==> src/pkg/flash_pwr_pkg.sv <==
/*
 Shared constants for the flash power-state and reset control link:
 instruction codes, shift widths and timing counts at the core clock rate.
 Assumes a 100 MHz core clock on both ends of the serial link.
*/
package flash_pwr_pkg;
    localparam int unsigned CNT_W = 12;
    localparam logic [7:0] SIG_READ_CMD = 8'hAB;
    localparam logic [7:0] WAKE_CMD_DEF = 8'hA5;
    localparam logic [7:0] ARM_CMD_DEF = 8'h3C;
    localparam logic [7:0] FIRE_CMD_DEF = 8'hC3;
    // Arbitrary signature value
    localparam logic [7:0] SIGNATURE_DEF = 8'h5A;
    localparam logic [3:0] BYTE_BITS = 4'h8;
    localparam logic [7:0] SIG_FIRST_BIT = 8'h09;
    localparam int unsigned CLK_PERIOD_NS = 10;
    localparam int unsigned WAKE_DELAY_NS = 8800;
    localparam int unsigned WAKE_SIG_DELAY_NS = 8800;
    localparam int unsigned REC_PROGRAM_NS = 2000;
    localparam int unsigned REC_OTHER_NS = 500;
    localparam int unsigned POWER_UP_SELECT_NS = 10000;
    localparam int unsigned DESELECT_NS = 40;
    // Longest times round down, least times round up
    localparam logic [11:0] WAKE_CYC = 12'(WAKE_DELAY_NS / CLK_PERIOD_NS);
    localparam logic [11:0] WAKE_SIG_CYC = 12'(WAKE_SIG_DELAY_NS / CLK_PERIOD_NS);
    localparam logic [11:0] REC_PROGRAM_CYC = 12'(REC_PROGRAM_NS / CLK_PERIOD_NS);
    localparam logic [11:0] REC_OTHER_CYC = 12'(REC_OTHER_NS / CLK_PERIOD_NS);
    localparam logic [11:0] POWER_UP_CYC =
        12'((POWER_UP_SELECT_NS + CLK_PERIOD_NS - 1) / CLK_PERIOD_NS);
    localparam logic [11:0] DESELECT_CYC =
        12'((DESELECT_NS + CLK_PERIOD_NS - 1) / CLK_PERIOD_NS);
    // Covers both synchroniser paths between host and device
    localparam logic [11:0] SYNC_MARGIN_CYC = 12'h008;
    localparam logic [3:0] SCLK_HALF_DIV = 4'h8;
endpackage

==> src/pkg/flash_link_if.sv <==
/*
 Serial link between the host controller and the flash power-state block.
 Assumes the host reads data out as high while its enable is low.
*/
`timescale 1ns/1ps
interface flash_link_if;
    logic cs_n;
    logic sclk;
    logic si;
    logic so;
    logic so_oe;
    logic [1:0] spare;
    modport dev (input cs_n, input sclk, input si, input spare, output so, output so_oe);
    modport host (output cs_n, output sclk, output si, output spare, input so, input so_oe);
endinterface

==> src/core/link_sync.sv <==
/*
 Per-bit three-flop synchroniser with agreement filter and edge pulses.
 Assumes inputs are asynchronous to clk; pulses lead the level by one edge.
*/
`timescale 1ns/1ps
module link_sync #(
    parameter int W = 1,
    parameter logic [W-1:0] INIT = '0
) (
    input wire logic clk,
    input wire logic rst,
    input wire logic [W-1:0] din,
    output logic [W-1:0] level,
    output logic [W-1:0] rise,
    output logic [W-1:0] fall
);
    generate
        if (W < 1) begin : g_bad_width
            $error("link_sync needs at least one bit");
        end
        for (genvar i = 0; i < W; i++) begin : g_bit
            logic s1_reg;
            logic s2_reg;
            logic s3_reg;
            logic lvl_reg;
            wire logic agree = s2_reg == s3_reg;
            always_ff @(posedge clk) begin
                if (rst) begin
                    s1_reg <= INIT[i];
                    s2_reg <= INIT[i];
                    s3_reg <= INIT[i];
                    lvl_reg <= INIT[i];
                end else begin
                    s1_reg <= din[i];
                    s2_reg <= s1_reg;
                    s3_reg <= s2_reg;
                    // Only a settled value moves the level
                    if (agree) begin
                        lvl_reg <= s2_reg;
                    end
                end
            end
            assign level[i] = lvl_reg;
            assign rise[i] = agree && s2_reg && !lvl_reg;
            assign fall[i] = agree && !s2_reg && lvl_reg;
        end
    endgenerate
endmodule // link_sync

==> src/core/flash_power_state_reset_ctl.sv <==
/*
 Device end: serial command capture, wake from deep power-down, signature
 readout and two-step software reset. Assumes the host keeps chip select
 high for the wake and recovery times, and that por_active comes from a
 supply monitor already timed to clk.
*/
`timescale 1ns/1ps
// Functional notes
// - Wake finishes at select rise, standby follows
// - Wake outside deep power-down: immediate standby
// - Wake from deep power-down waits wake delay
// - Signature command shifts out eight-bit signature
// - Signature byte repeats while host keeps clocking
// - Signature ends after one full byte, then delay
// - Wake and signature leave running cycles alone
// - Spare data pins ignored during these commands
// - Signature command code is hexadecimal AB
// - Arm then fire resets volatile state to standby
// - Any other command after arm disarms, except one given in deep power-down
// - Fire during program or erase aborts it
// - Recovery after interrupted program takes longer
// - Power-up lands in standby, latch cleared
// - Host waits select delay after power-up
// - Power-on reset holds logic, ignores commands
// - Both wake delays at most 8.8 us
module flash_power_state_reset_ctl #(
    parameter logic [7:0] WAKE_CMD = flash_pwr_pkg::WAKE_CMD_DEF,
    parameter logic [7:0] ARM_CMD = flash_pwr_pkg::ARM_CMD_DEF,
    parameter logic [7:0] FIRE_CMD = flash_pwr_pkg::FIRE_CMD_DEF,
    // Arbitrary signature value
    parameter logic [7:0] SIGNATURE = flash_pwr_pkg::SIGNATURE_DEF,
    parameter logic [11:0] WAKE_CYC = flash_pwr_pkg::WAKE_CYC,
    parameter logic [11:0] WAKE_SIG_CYC = flash_pwr_pkg::WAKE_SIG_CYC,
    parameter logic [11:0] REC_PROG_CYC = flash_pwr_pkg::REC_PROGRAM_CYC,
    parameter logic [11:0] REC_OTHER_CYC = flash_pwr_pkg::REC_OTHER_CYC
) (
    input wire logic clk,
    input wire logic rst,
    flash_link_if.dev link,
    input wire logic por_active,
    input wire logic deep_entry_req,
    input wire logic wel_set,
    input wire logic op_busy,
    input wire logic op_is_program,
    output logic in_standby,
    output logic in_deep_power_down,
    output logic waking,
    output logic in_recovery,
    output logic write_enable_latch,
    output logic soft_reset_pulse,
    output logic op_abort_pulse,
    output logic reset_armed
);
    typedef enum logic [1:0] {PWR_STANDBY, PWR_DEEP, PWR_WAKING, PWR_RECOVER} pwr_state_t;

    generate
        if (WAKE_CMD == ARM_CMD || WAKE_CMD == FIRE_CMD || ARM_CMD == FIRE_CMD ||
            WAKE_CMD == flash_pwr_pkg::SIG_READ_CMD ||
            ARM_CMD == flash_pwr_pkg::SIG_READ_CMD ||
            FIRE_CMD == flash_pwr_pkg::SIG_READ_CMD) begin : g_bad_codes
            $error("Instruction codes must all differ");
        end
        if (WAKE_CYC == 12'h000 || WAKE_SIG_CYC == 12'h000 || REC_OTHER_CYC == 12'h000 ||
            REC_PROG_CYC <= REC_OTHER_CYC) begin : g_bad_times
            $error("Delay counts must be nonzero, program recovery longest");
        end
    endgenerate

    pwr_state_t pwr_state_reg;
    pwr_state_t pwr_state_next;
    logic [11:0] delay_cnt_reg;
    logic [11:0] delay_cnt_next;
    logic [7:0] shift_reg;
    logic [7:0] opcode_reg;
    logic [3:0] bit_cnt_reg;
    logic [3:0] sig_cnt_reg;
    logic [2:0] sig_idx_reg;
    logic op_valid_reg;
    logic extra_reg;
    logic sig_mode_reg;
    logic so_reg;
    logic so_oe_reg;
    logic arm_reg;
    logic wel_reg;
    logic soft_reset_reg;
    logic abort_reg;
    logic [2:0] pin_level;
    logic [2:0] pin_rise;
    logic [2:0] pin_fall;

    // Spare data pins are deliberately not sampled at all
    link_sync #(.W(3), .INIT(3'h4)) u_pins (
        .clk(clk),
        .rst(rst),
        .din({link.cs_n, link.sclk, link.si}),
        .level(pin_level),
        .rise(pin_rise),
        .fall(pin_fall)
    );

    wire logic core_rst = rst || por_active;
    wire logic cs_n_s = pin_level[2];
    wire logic cs_rise = pin_rise[2];
    wire logic cs_fall = pin_fall[2];
    wire logic sclk_rise = pin_rise[1];
    wire logic sclk_fall = pin_fall[1];
    wire logic si_s = pin_level[0];
    wire logic is_deep = pwr_state_reg == PWR_DEEP;
    // Waking and recovering ignore the link entirely
    wire logic accepting = pwr_state_reg == PWR_STANDBY || is_deep;
    wire logic bit_in = sclk_rise && !cs_n_s && accepting;
    wire logic first_byte = bit_cnt_reg != flash_pwr_pkg::BYTE_BITS;
    wire logic byte_done = bit_in && bit_cnt_reg == 4'h7;
    wire logic [7:0] code_next = {shift_reg[6:0], si_s};
    wire logic frame_end = cs_rise && op_valid_reg && accepting;
    wire logic hit_wake = frame_end && opcode_reg == WAKE_CMD;
    wire logic hit_sig = frame_end && opcode_reg == flash_pwr_pkg::SIG_READ_CMD &&
        sig_cnt_reg == flash_pwr_pkg::BYTE_BITS;
    wire logic wake_go = hit_wake || hit_sig;
    // In deep power-down only wake and signature are decoded
    wire logic std_cmd = frame_end && !is_deep && !extra_reg;
    wire logic hit_arm = std_cmd && opcode_reg == ARM_CMD;
    wire logic hit_fire = std_cmd && opcode_reg == FIRE_CMD && arm_reg;
    wire logic prog_cut = op_busy && op_is_program;
    // Wake and signature drive nothing toward the program engine
    wire logic deep_go = deep_entry_req && cs_n_s && !wake_go;

    always_comb begin
        pwr_state_next = pwr_state_reg;
        delay_cnt_next = delay_cnt_reg;
        case (pwr_state_reg)
            PWR_STANDBY: begin
                if (hit_fire) begin
                    pwr_state_next = PWR_RECOVER;
                    delay_cnt_next = prog_cut ? REC_PROG_CYC : REC_OTHER_CYC;
                end else if (deep_go) begin
                    pwr_state_next = PWR_DEEP;
                end
                // A wake seen here keeps standby with no delay
            end
            PWR_DEEP: begin
                if (wake_go) begin
                    pwr_state_next = PWR_WAKING;
                    delay_cnt_next = hit_sig ? WAKE_SIG_CYC : WAKE_CYC;
                end
            end
            PWR_WAKING, PWR_RECOVER: begin
                if (delay_cnt_reg <= 12'h001) begin
                    pwr_state_next = PWR_STANDBY;
                end else begin
                    delay_cnt_next = delay_cnt_reg - 12'h001;
                end
            end
            default: begin
                pwr_state_next = PWR_STANDBY;
            end
        endcase
    end

    always_ff @(posedge clk) begin
        if (core_rst) begin
            pwr_state_reg <= PWR_STANDBY;
            delay_cnt_reg <= 12'h000;
        end else begin
            pwr_state_reg <= pwr_state_next;
            delay_cnt_reg <= delay_cnt_next;
        end
    end

    always_ff @(posedge clk) begin
        if (core_rst || cs_fall) begin
            bit_cnt_reg <= 4'h0;
            extra_reg <= 1'b0;
        end else if (bit_in) begin
            if (first_byte) begin
                shift_reg <= code_next;
                bit_cnt_reg <= bit_cnt_reg + 4'h1;
            end else begin
                extra_reg <= 1'b1;
            end
        end
    end

    always_ff @(posedge clk) begin
        if (core_rst || cs_fall) begin
            op_valid_reg <= 1'b0;
            sig_mode_reg <= 1'b0;
        end else if (byte_done) begin
            opcode_reg <= code_next;
            op_valid_reg <= 1'b1;
            sig_mode_reg <= code_next == flash_pwr_pkg::SIG_READ_CMD;
        end
    end

    // Counts host samples of the signature; saturates once one byte is out
    always_ff @(posedge clk) begin
        if (core_rst || cs_fall) begin
            sig_cnt_reg <= 4'h0;
        end else if (bit_in && !first_byte && sig_mode_reg &&
                     sig_cnt_reg != flash_pwr_pkg::BYTE_BITS) begin
            sig_cnt_reg <= sig_cnt_reg + 4'h1;
        end
    end

    // Bits change on falling clock so the host can sample on the next one
    always_ff @(posedge clk) begin
        if (core_rst || cs_fall) begin
            sig_idx_reg <= 3'h0;
            so_reg <= 1'b0;
        end else if (sclk_fall && sig_mode_reg && !cs_n_s) begin
            so_reg <= SIGNATURE[~sig_idx_reg];
            sig_idx_reg <= sig_idx_reg + 3'h1;
        end
    end

    always_ff @(posedge clk) begin
        if (core_rst || cs_rise) begin
            so_oe_reg <= 1'b0;
        end else if (sclk_fall && sig_mode_reg && !cs_n_s) begin
            so_oe_reg <= 1'b1;
        end
    end

    always_ff @(posedge clk) begin
        if (core_rst || soft_reset_reg) begin
            arm_reg <= 1'b0;
        end else if (frame_end && !is_deep) begin
            arm_reg <= hit_arm;
        end
    end

    // A set in the reset cycle wins; the latch is volatile otherwise
    always_ff @(posedge clk) begin
        if (core_rst) begin
            wel_reg <= 1'b0;
        end else if (wel_set && pwr_state_reg == PWR_STANDBY) begin
            wel_reg <= 1'b1;
        end else if (hit_fire) begin
            wel_reg <= 1'b0;
        end
    end

    always_ff @(posedge clk) begin
        if (core_rst) begin
            soft_reset_reg <= 1'b0;
            abort_reg <= 1'b0;
        end else begin
            soft_reset_reg <= hit_fire;
            abort_reg <= hit_fire && op_busy;
        end
    end

    assign link.so = so_reg;
    assign link.so_oe = so_oe_reg;
    assign in_standby = pwr_state_reg == PWR_STANDBY;
    assign in_deep_power_down = is_deep;
    assign waking = pwr_state_reg == PWR_WAKING;
    assign in_recovery = pwr_state_reg == PWR_RECOVER;
    assign write_enable_latch = wel_reg;
    assign soft_reset_pulse = soft_reset_reg;
    assign op_abort_pulse = abort_reg;
    assign reset_armed = arm_reg;
endmodule // flash_power_state_reset_ctl

==> src/flat_wrapper.sv <==
// flat-port wrapper written by rule: the top's interface ports become plain ports
module flash_power_state_reset_ctl_flat 
#(
    parameter logic [7:0] WAKE_CMD = flash_pwr_pkg::WAKE_CMD_DEF,
    parameter logic [7:0] ARM_CMD = flash_pwr_pkg::ARM_CMD_DEF,
    parameter logic [7:0] FIRE_CMD = flash_pwr_pkg::FIRE_CMD_DEF,
                                
    parameter logic [7:0] SIGNATURE = flash_pwr_pkg::SIGNATURE_DEF,
    parameter logic [11:0] WAKE_CYC = flash_pwr_pkg::WAKE_CYC,
    parameter logic [11:0] WAKE_SIG_CYC = flash_pwr_pkg::WAKE_SIG_CYC,
    parameter logic [11:0] REC_PROG_CYC = flash_pwr_pkg::REC_PROGRAM_CYC,
    parameter logic [11:0] REC_OTHER_CYC = flash_pwr_pkg::REC_OTHER_CYC
)
  (clk, rst, por_active, deep_entry_req, wel_set, op_busy, op_is_program, in_standby, in_deep_power_down, waking, in_recovery, write_enable_latch, soft_reset_pulse, op_abort_pulse, reset_armed, link_cs_n, link_sclk, link_si, link_spare, link_so, link_so_oe);
  flash_link_if link_i ();
  input wire logic clk;
  input wire logic rst;
  input wire logic por_active;
  input wire logic deep_entry_req;
  input wire logic wel_set;
  input wire logic op_busy;
  input wire logic op_is_program;
  output logic in_standby;
  output logic in_deep_power_down;
  output logic waking;
  output logic in_recovery;
  output logic write_enable_latch;
  output logic soft_reset_pulse;
  output logic op_abort_pulse;
  output logic reset_armed;
  input wire logic [$bits(link_i.cs_n)-1:0] link_cs_n;
  input wire logic [$bits(link_i.sclk)-1:0] link_sclk;
  input wire logic [$bits(link_i.si)-1:0] link_si;
  input wire logic [$bits(link_i.spare)-1:0] link_spare;
  output wire logic [$bits(link_i.so)-1:0] link_so;
  output wire logic [$bits(link_i.so_oe)-1:0] link_so_oe;
  assign link_i.cs_n = link_cs_n;
  assign link_i.sclk = link_sclk;
  assign link_i.si = link_si;
  assign link_i.spare = link_spare;
  assign link_so = link_i.so;
  assign link_so_oe = link_i.so_oe;
  flash_power_state_reset_ctl #(.WAKE_CMD(WAKE_CMD), .ARM_CMD(ARM_CMD), .FIRE_CMD(FIRE_CMD), .SIGNATURE(SIGNATURE), .WAKE_CYC(WAKE_CYC), .WAKE_SIG_CYC(WAKE_SIG_CYC), .REC_PROG_CYC(REC_PROG_CYC), .REC_OTHER_CYC(REC_OTHER_CYC)) u_core (.clk(clk), .rst(rst), .link(link_i), .por_active(por_active), .deep_entry_req(deep_entry_req), .wel_set(wel_set), .op_busy(op_busy), .op_is_program(op_is_program), .in_standby(in_standby), .in_deep_power_down(in_deep_power_down), .waking(waking), .in_recovery(in_recovery), .write_enable_latch(write_enable_latch), .soft_reset_pulse(soft_reset_pulse), .op_abort_pulse(op_abort_pulse), .reset_armed(reset_armed));
endmodule
==> config.mk <==
export PLATFORM = sky130hd
export DESIGN_NAME = flash_power_state_reset_ctl_flat
export DESIGN_NICKNAME = d
export VERILOG_FILES = /design/src/pkg/flash_pwr_pkg.sv /design/src/pkg/flash_link_if.sv /design/src/core/link_sync.sv /design/src/core/flash_power_state_reset_ctl.sv /design/src/flat_wrapper.sv
export SDC_FILE = /design/constraint.sdc
export NUM_CORES = 1
export LEC_CHECK = 0
export ABC_AREA = 1
export BUFFER_PORTS_ARGS = -buffer_cell sky130_fd_sc_hd__clkbuf_2
export CAP_MARGIN = 20
export CORE_MARGIN = 3
export CORE_UTILIZATION = 55
export DETAILED_ROUTE_END_ITERATION = 10
export HOLD_SLACK_MARGIN = 0.08
export PLACE_DENSITY = 0.73
export SLEW_MARGIN = 20
export SYNTH_ARGS = -nofsm -noshare
export SYNTH_HDL_FRONTEND = slang
export SYNTH_SLANG_ARGS = --single-unit
export TNS_END_PERCENT = 50
==> constraint.sdc <==
create_clock -name clk -period 2.5 [get_ports clk]
set_clock_uncertainty 0.15 [all_clocks]
set_input_delay 0.125 -clock clk [delete_from_list [all_inputs] [get_ports clk]]
set_output_delay 0.125 -clock clk [all_outputs]
set_load 0.02 [all_outputs]
# Word level (Yosys, flattened, before mapping)
# Memories as Yosys holds them, arrays and structs flattened. A register that Yosys moved wholly into a read port is not among the register bits.
# Cells that the tools add are included.
# Widths: inputs -> output; s select.
[word_totals]
register_bits = 60
romBits = 8
input_bits = 12
wordCells = 122
memories = 1
[op_classes]
addsub = 4
order_cmp = 1
n_eq_ne = 20
muxes = 12
bitwise = 3
n_reduce_logical = 54
[mem_list]
columns = ["name", "words", "width", "rd", "rd_ports_with_merged_regs", "write_ports", "line", "text"]
rows = [
  ["(name not given)", 8, 1, 1, 1, 0, "flash_power_state_reset_ctl.sv:211", "so_reg <= SIGNATURE[~sig_idx_reg];"],
]
[ops]
columns = ["op", "n"]
rows = [
  ["$mux 12", 3],
  ["$pmux 12 s3", 1],
  ["$eq 8x8->1 const B", 4],
  ["$logic_and 1x1->1", 31],
  ["$le 12x1->1 const B", 1],
  ["$sub 12x1->12 const B", 1],
  ["$reduce_and 3->1", 3],
  ["$add 4x1->4 const B", 2],
  ["$eq 8x6->1 const B", 1],
  ["$logic_not 1->1", 8],
  ["$mux 2", 4],
  ["$mux 8", 1],
  ["$ne 4x4->1 const B", 2],
  ["$logic_or 1x1->1", 6],
  ["$pmux 2 s3", 1],
  ["$reduce_and 2->1", 3],
  ["$eq 2x2->1 const B", 2],
  ["$eq 4x3->1 const B", 1],
  ["$eq 4x4->1 const B", 1],
  ["$ne 2x1->1 const B", 2],
  ["$ne 2x2->1 const B", 2],
  ["$add 3x1->3 const B", 1],
  ["$eq 1x1->1", 3],
  ["$ne 3x1->1 const B", 1],
  ["other kinds (7)", 9],
]

# Logic depth before layout (Yosys ltp)
# Gate-level depths: netlist of run 1.
[depth]
word_depth = 13
depth_mapped = 13
mapped_depth_nobuf = 13

# By module
# From an unflattened synthesis of run 1, not the netlist that was laid out.
[unflattened]
hier_cells = 398
hier_area_um2 = 3041.7
[by_module_without_submodules]
columns = ["module", "instances", "cells_per_inst", "area_per_inst_um2", "seq_area_each_um2"]
rows = [
  ["flash_power_state_reset_ctl", 1, 330, 2513.7, 1131.1],
  ["link_sync", 1, 68, 528.0, 240.2],
]

# Least setup slack after synthesis of run 1
# OpenSTA, ideal clock, no wires.
[synth_timing]
kind = "register to register"
startpoint = "register u_core.u_pins.g_bit[1].s2_reg"
endpoint = "register u_core.opcode_reg[0], enable pin"
t_arrival_ns = 1.313
path_slack_ns = 0.666
path_stages_with_launch = 6
n_path_buf = 0
cell_sequence = "dfxtp_1 -> ha_1 -> nand4_2 -> nor3_1 -> nand2_1 -> nor2_1"
[synth_between]
elab_chain_cells = 7
[synth_lines]
columns = ["item", "line", "text"]
rows = [
  ["from (decl)", "link_sync.sv:23", "logic s2_reg;"],
  ["from (signal assigned)", "link_sync.sv:30", "s2_reg <= INIT[i];"],
  ["from (signal assigned)", "link_sync.sv:35", "s2_reg <= s1_reg;"],
  ["$eq 1x1->1", "link_sync.sv:26", "wire logic agree = s2_reg == s3_reg;"],
  ["$logic_and 1x1->1 * (2 in a row)", "link_sync.sv:44", "assign rise[i] = agree && s2_reg && !lvl_reg;"],
  ["$logic_and 1x1->1 * (2 in a row)", "flash_power_state_reset_ctl.sv:111", "wire logic bit_in = sclk_rise && !cs_n_s && accepting;"],
  ["$logic_and 1x1->1 *", "flash_power_state_reset_ctl.sv:113", "wire logic byte_done = bit_in && bit_cnt_reg == 4'h7;"],
  ["$reduce_and 2->1 (no source line) *", "n/a", ""],
  ["to (signal assigned)", "flash_power_state_reset_ctl.sv:189", "opcode_reg <= code_next;"],
  ["to (decl)", "flash_power_state_reset_ctl.sv:74", "logic [7:0] opcode_reg;"],
]
# Mark *: on every way between the ends. The rest lies on a longest branch, timed or not.
# A chain may end at the register's enable or synchronous reset.

# Final worst setup path of run 1
[layout_timing]
startpoint = "register u_core.pwr_state_reg[1]"
endpoint = "register u_core.shift_reg[5], enable pin"
[layout_between]
elab_chain_cells = 4
elab_cells_between_ends = 5
[layout_lines]
columns = ["item", "line", "text"]
rows = [
  ["from (decl)", "flash_power_state_reset_ctl.sv:69", "pwr_state_t pwr_state_reg;"],
  ["from (signal assigned)", "flash_power_state_reset_ctl.sv:165", "pwr_state_reg <= pwr_state_next;"],
  ["$eq 2x1->1 / $logic_not 2->1 (equally long branches)", "flash_power_state_reset_ctl.sv:108, flash_power_state_reset_ctl.sv:110", ""],
  ["$logic_or 1x1->1 *", "flash_power_state_reset_ctl.sv:110", "wire logic accepting = pwr_state_reg == PWR_STANDBY || is_deep;"],
  ["$logic_and 1x1->1 *", "flash_power_state_reset_ctl.sv:111", ""],
  ["$reduce_and 3->1 (no source line) *", "n/a", ""],
  ["to (signal assigned)", "flash_power_state_reset_ctl.sv:176", "shift_reg <= code_next;"],
  ["to (decl)", "flash_power_state_reset_ctl.sv:73", "logic [7:0] shift_reg;"],
]
# Marked as above.

==> reports/results.ini, run 1 <==
[yosys]
yosysTopAreaCell=dfxtp_1
synth.top_cell.area_share_pct=31.3
synth_edf_count=15
synth_nets=405
syn_area_um2=2940
synth_most_common_cell=nand2_1
synth-main-ff-cell=dfxtp_1
synth-async-reset-ratio_pct=0
synth.area.top_cells=dfxtp_1, edfxtp_1, nand2_1, nor2_1, inv_1
synthTopCellsByCount=nand2_1, nor2_1, inv_1
synth_cells=382
yosysUniqueCellTypes=29
yosysSeqAreaShare_pct=46.7
yosys_warnings=0
syn_avg_cell_area_um2=7.69
ys_ff_latch=61

[final_layout]
instances_no_fill=490
n_antenna_cell=0
fin_nets=441
synthToLayoutAreaGrowth_pct=13.9
drive_gt1_share_pct=12.1
final_util_pct=67.7
largest_reg_flops=12

[routing]
routed_via_density=4.98
drc=0
firstDrtPassIters=4
ant_nets=0
finalWirelength_um=5600
wire_per_inst_um=11.4
vias=2441
drtIter0Drc=120

[hold_path]
hp-class=in -> reg

[sta]
fmax_ghz=0.485
setup_ws_ns=0.436
min_period_over_period_pct=82.5
hold_viol=0
setup_tns_ns=0
min_period_ns=2.06
worstMarginPinSlew_ns=0.535
max_slew_margin_pct=64.2
fin_hold_ws_ns=0.120
rsz0062_at_grt=no
setup_viol=0
slew_viol_final=0

[critical_path]
max_stage_delay_ns=0.46
critPathCaptureType=flip-flop
slowest_stage=dfxtp_1
worstSetupStartpointType=flip-flop
worst-path-buf-inv=2
cpMostUsedCell=nor2_1
cp_top_family=simple AND/OR/NAND/NOR gates
arrival_ns=1.88
path_class=reg -> reg
worstPathCellList=inv_2 -> nand4_2 -> nor2_1 -> inv_1 -> nor2_1
required_ns=2.32
critPathMaxFanout=13

[clocking]
clk-insertion-delay-late_ns=0.33
clk_pin_slew_ns=0.06
clock_sinks=61
cts_tree=built
postCtsResizedCells=0
htreeDepth=3
holdBufCountCts=9
cts_buffer_depth=2
cts_buffers=9
cts_post_setup_buffers_inserted=0
root_buffer=clkbuf_8

[place]
numPlacedInstances=465
io_buffers=19
dp_hpwl_um=4050
pre_cts_slack_ns=0.440
place_congestion=0.867

[die]
start_util_pct=59.5
fp.dieH_um=79.1
dieArea_um2=6260
top_level_ports=22
die_w_um=79.1
num_rows=25
core_um2=4940

[run]
maxCapViolCount=0

[global_route]
antenna_found_initial=0
grt-ovfl-total=0
first_global_vias=2298
grt_usage_pct=20.3
grt_pass1_wl_um=9880
grt_max_degree=18

[power]
peakVddDrop_uv=376
leakagePower_nw=1.51
powerDensity_nw_per_um2=601

[run_status]
status=finished, final reports clean

-- final cells by class --
type                       count  area, um2
clock buffer                  14        163
clock inverter                 2       10.0
fill                         462       1590
inverter                      60        225
multi-input combinational    255       1290
sequential                    61       1370
tap                           67       83.8
timing repair buffer          31        208
-- worst register-to-register path, stage by stage, from the launching register on --
cell     delay (ns)
dfxtp_1        0.46
inv_2          0.24
nand4_2        0.15
nor2_1         0.16
inv_1          0.11
nor2_1         0.43
-- stage by stage --
stage | total power [W] | area (um2)
4_1_cts | 0.00204 | 3350
3_3_place_gp | 0.00125 | 3090
6_report | 0.00201 | 3350
5_1_grt | 0.00212 | 3350
2_1_floorplan | 0.00122 | 2940
3_5_place_dp | 0.00126 | 3090
-- cell families (layout without fill, tap and decap cells) --
kind of cell	after synthesis	in the layout	share of synthesized area, %
and+or+nand+nor	191	191	29.5
buffers and inverters	66	107	9.54
DFF	61	61	46.7
AOI/OAI and AO/OA	50	50	8.73
adders and majority gates	11	11	4.68
xor gates and xnor gates	3	3	0.894
-- placed cells by master, fill, tap and decap left out, types with 2 or more instances in the layout --
cell type / Yosys / layout
nand2_1: 73 / 73
nor2_1: 65 / 65
inv_1: 58 / 58
dfxtp_1: 46 / 46
a21oi_1: 25 / 25
nand3_1: 24 / 24
o21ai_0: 22 / 22
clkbuf_2: 0 / 19
edfxtp_1: 15 / 15
ha_1: 11 / 11
clkbuf_8: 1 / 11
dlygate4sd3_1: 0 / 9
nor3_1: 7 / 7
nand4_1: 5 / 5
nand3_2: 5 / 5
clkbuf_1: 2 / 3
buf_4: 0 / 3
inv_2: 2 / 2
nand2_4: 2 / 2
or2_2: 2 / 2
xor2_1: 2 / 2
nor4_1: 2 / 2
o21a_1: 2 / 2
clkinv_2: 0 / 2
-- metal layers --
layer | share of wire [%] | up-vias | global-route usage (%)
met3 | 4.1 | 10 | 5.22
li1 | - | 1297 | -
met5 | 0 | - | 0
met4 | 2.0 | 0 | 9.28
met1 | 47 | 1088 | 24.3
met2 | 47 | 46 | 34.2
-- power by group --
group          internal [W]  total [W]  switching (W)
sequential          0.00102    0.00104      0.0000150
clock              0.000412   0.000765       0.000354
combinational     0.0000766   0.000210       0.000133
total               0.00151    0.00201       0.000502
-- path summary, 6_finish.rpt --
kind,start,to,slack [ns],cells after the start
worst max-delay path,u_core.pwr_state_reg[1],u_core.shift_reg[5],0.44,5
worst min-delay path,por_active,u_core.delay_cnt_reg[11],0.12,5
worst max register to register,u_core.pwr_state_reg[1],u_core.shift_reg[5],0.44,5
worst min register to register,u_core.u_pins.g_bit[0].s1_reg,u_core.u_pins.g_bit[0].s2_reg,0.26,2
Power figures use the tool's default switching activity.
==> inputs of run 2 (changes only) <==
Clock period 2.5 ns to 2.05 ns, I/O delays scaled along.
==> reports/results.ini, run 2 (same netlist as run 1, synthesis figures left out) <==
[run_status]
status=finished, final reports clean

[clocking]
cts_buffer_depth=2
clock_sinks=61
root_buffer=clkbuf_8
cts_buffers=9
htreeDepth=3
clk-insertion-delay-late_ns=0.34
clk_pin_slew_ns=0.07
cts_tree=built

[sta]
min_period_ns=1.86
min_period_over_period_pct=90.9
worstMarginPinSlew_ns=0.341
slew_viol_final=0
setup_tns_ns=0
hold_viol=0
rsz0062_at_grt=no
max_slew_margin_pct=77.2
fmax_ghz=0.536
setup_viol=0

[critical_path]
critPathCaptureType=flip-flop
required_ns=2.14
arrival_ns=1.95
slowest_stage=dfxtp_1
worst-path-buf-inv=2
max_stage_delay_ns=0.33
regToRegStartpoint=u_core.delay_cnt_reg[0]
critPathMaxFanout=17
worstSetupStartpointType=flip-flop
crit_start=u_core.delay_cnt_reg[0]
cpMostUsedCell=nand2_1
cp_top_family=simple AND/OR/NAND/NOR gates
path_class=reg -> reg
worstPathCellList=inv_1 -> ha_1 -> inv_1 -> nand2_1 -> nand2_1 -> nor2_1 -> nand2_1 -> nand2_2 -> nand3_4 -> nand2_4 -> nand2_1 -> nand2_1 -> nor2_1

[hold_path]
hp-class=in -> reg
min_from=op_is_program

[place]
io_buffers=19
place_congestion=0.834
dp_hpwl_um=4100
placed_area_um2=3100

[global_route]
grt-ovfl-total=0
first_global_vias=2262
grt_max_degree=18
antenna_found_initial=0
grt_pass1_wl_um=10100
grt_usage_pct=21.0

[die]
dieArea_um2=6260
top_level_ports=22
die_w_um=79.1
num_rows=25
start_util_pct=59.5
fp.dieH_um=79.1
core_um2=4940

[power]
power_frac_clock_pct=42.6
p_sw_w=0.000648
p_int_w=0.00202
powerDensity_nw_per_um2=778
leakagePower_nw=1.55
p_comb_share_pct=10.0
seqPwrFrac_pct=47.4
peakVddDrop_uv=482
p_sw_share_pct=24.3

[final_layout]
finalInstanceArea_um2=3430
drive_gt1_share_pct=12.9
largest_reg_flops=12
layout_commonest_cell=nand2_1
final_cell_mix=nand2_1, nor2_1, inv_1
fin_nets=446
n_antenna_cell=0
fillers=424
synthToLayoutAreaGrowth_pct=16.6

[routing]
routed_via_density=4.95
wire_per_inst_um=11.9
drc=0
ant_nets=0
finalWirelength_um=5910
firstDrtPassIters=4
vias=2449
drtIter0Drc=126

[run]
maxCapViolCount=0

## run 2: changes by cell type in the layout (fill, tap and decap cells not counted), sizes merged
cell	change
dlygate4sd3	+1
clkbuf	-4
clkinv	+2
bufinv	+2
buf	+4
## run 2: final timing paths
kind,endpoint,slack [ns],cells past startpoint
max reg2reg,u_core.delay_cnt_reg[0],0.19,13
min reg2reg,u_core.u_pins.g_bit[2].s2_reg,0.26,1
min,u_core.delay_cnt_reg[6],0.13,7
max,u_core.delay_cnt_reg[0],0.19,13
## run 2: power groups by stage
stage | Clock (W) | Combinational, W | Sequential (W)
global route | 0.00121 | 0.000307 | 0.00127
detailed placement | 0 | 0.000244 | 0.00129
floorplan | 0 | 0.000196 | 0.00129
global placement | 0 | 0.000237 | 0.00129
finish | 0.00114 | 0.000267 | 0.00126
CTS | 0.00115 | 0.000260 | 0.00126
## run 2: layout make-up
cell class                 count  area, um2  share of cell area (%)
sequential                    61       1370                    40.0
multi-input combinational    255       1290                    37.8
timing repair buffer          36        248                    7.23
inverter                      60        225                    6.57
clock buffer                  10        128                    3.72
tap                           67       83.8                    2.45
clock inverter                 6       77.6                    2.26
## run 2: worst min-delay path, cell delays in order
cell and delay, ns:
clkbuf_2 0.09, nand2_1 0.05, nand2_1 0.10, nand2_1 0.08, nand3_1 0.06, nand2_1 0.05
nor2_1 0.03
## run 2: metrics by stage
step                      cells  utilization [%]  worst slack [ns]  total power [W]  hold WS, ns
after CTS                   493             68.9             0.152          0.00268        0.100
after global placement      467             62.7             0.197          0.00153        0.137
after global routing        495             69.4           0.00709          0.00279        0.191
after floorplan             382                -             0.216          0.00148       0.0563
after detailed placement    467             62.7             0.166          0.00153        0.140
final                       495             69.4             0.186          0.00267        0.128
## run 2: layer usage
metal | GRT usage, % | part of all wire (%) | vias up
li1 | - | - | 1302
met1 | 26.4 | 48 | 1103
met2 | 33.4 | 47 | 35
met3 | 7.03 | 3.3 | 9
met4 | 7.56 | 1.9 | 0
met5 | 0 | 0 | -
## run 2: what timing repair did
item / CTS / global route
hold endpoints to repair: 28 / 0
hold buffers: 10 / 0
setup endpoints to repair: 0 / 1
resized for setup: 0 / 1
buffers inserted: 0 / 2
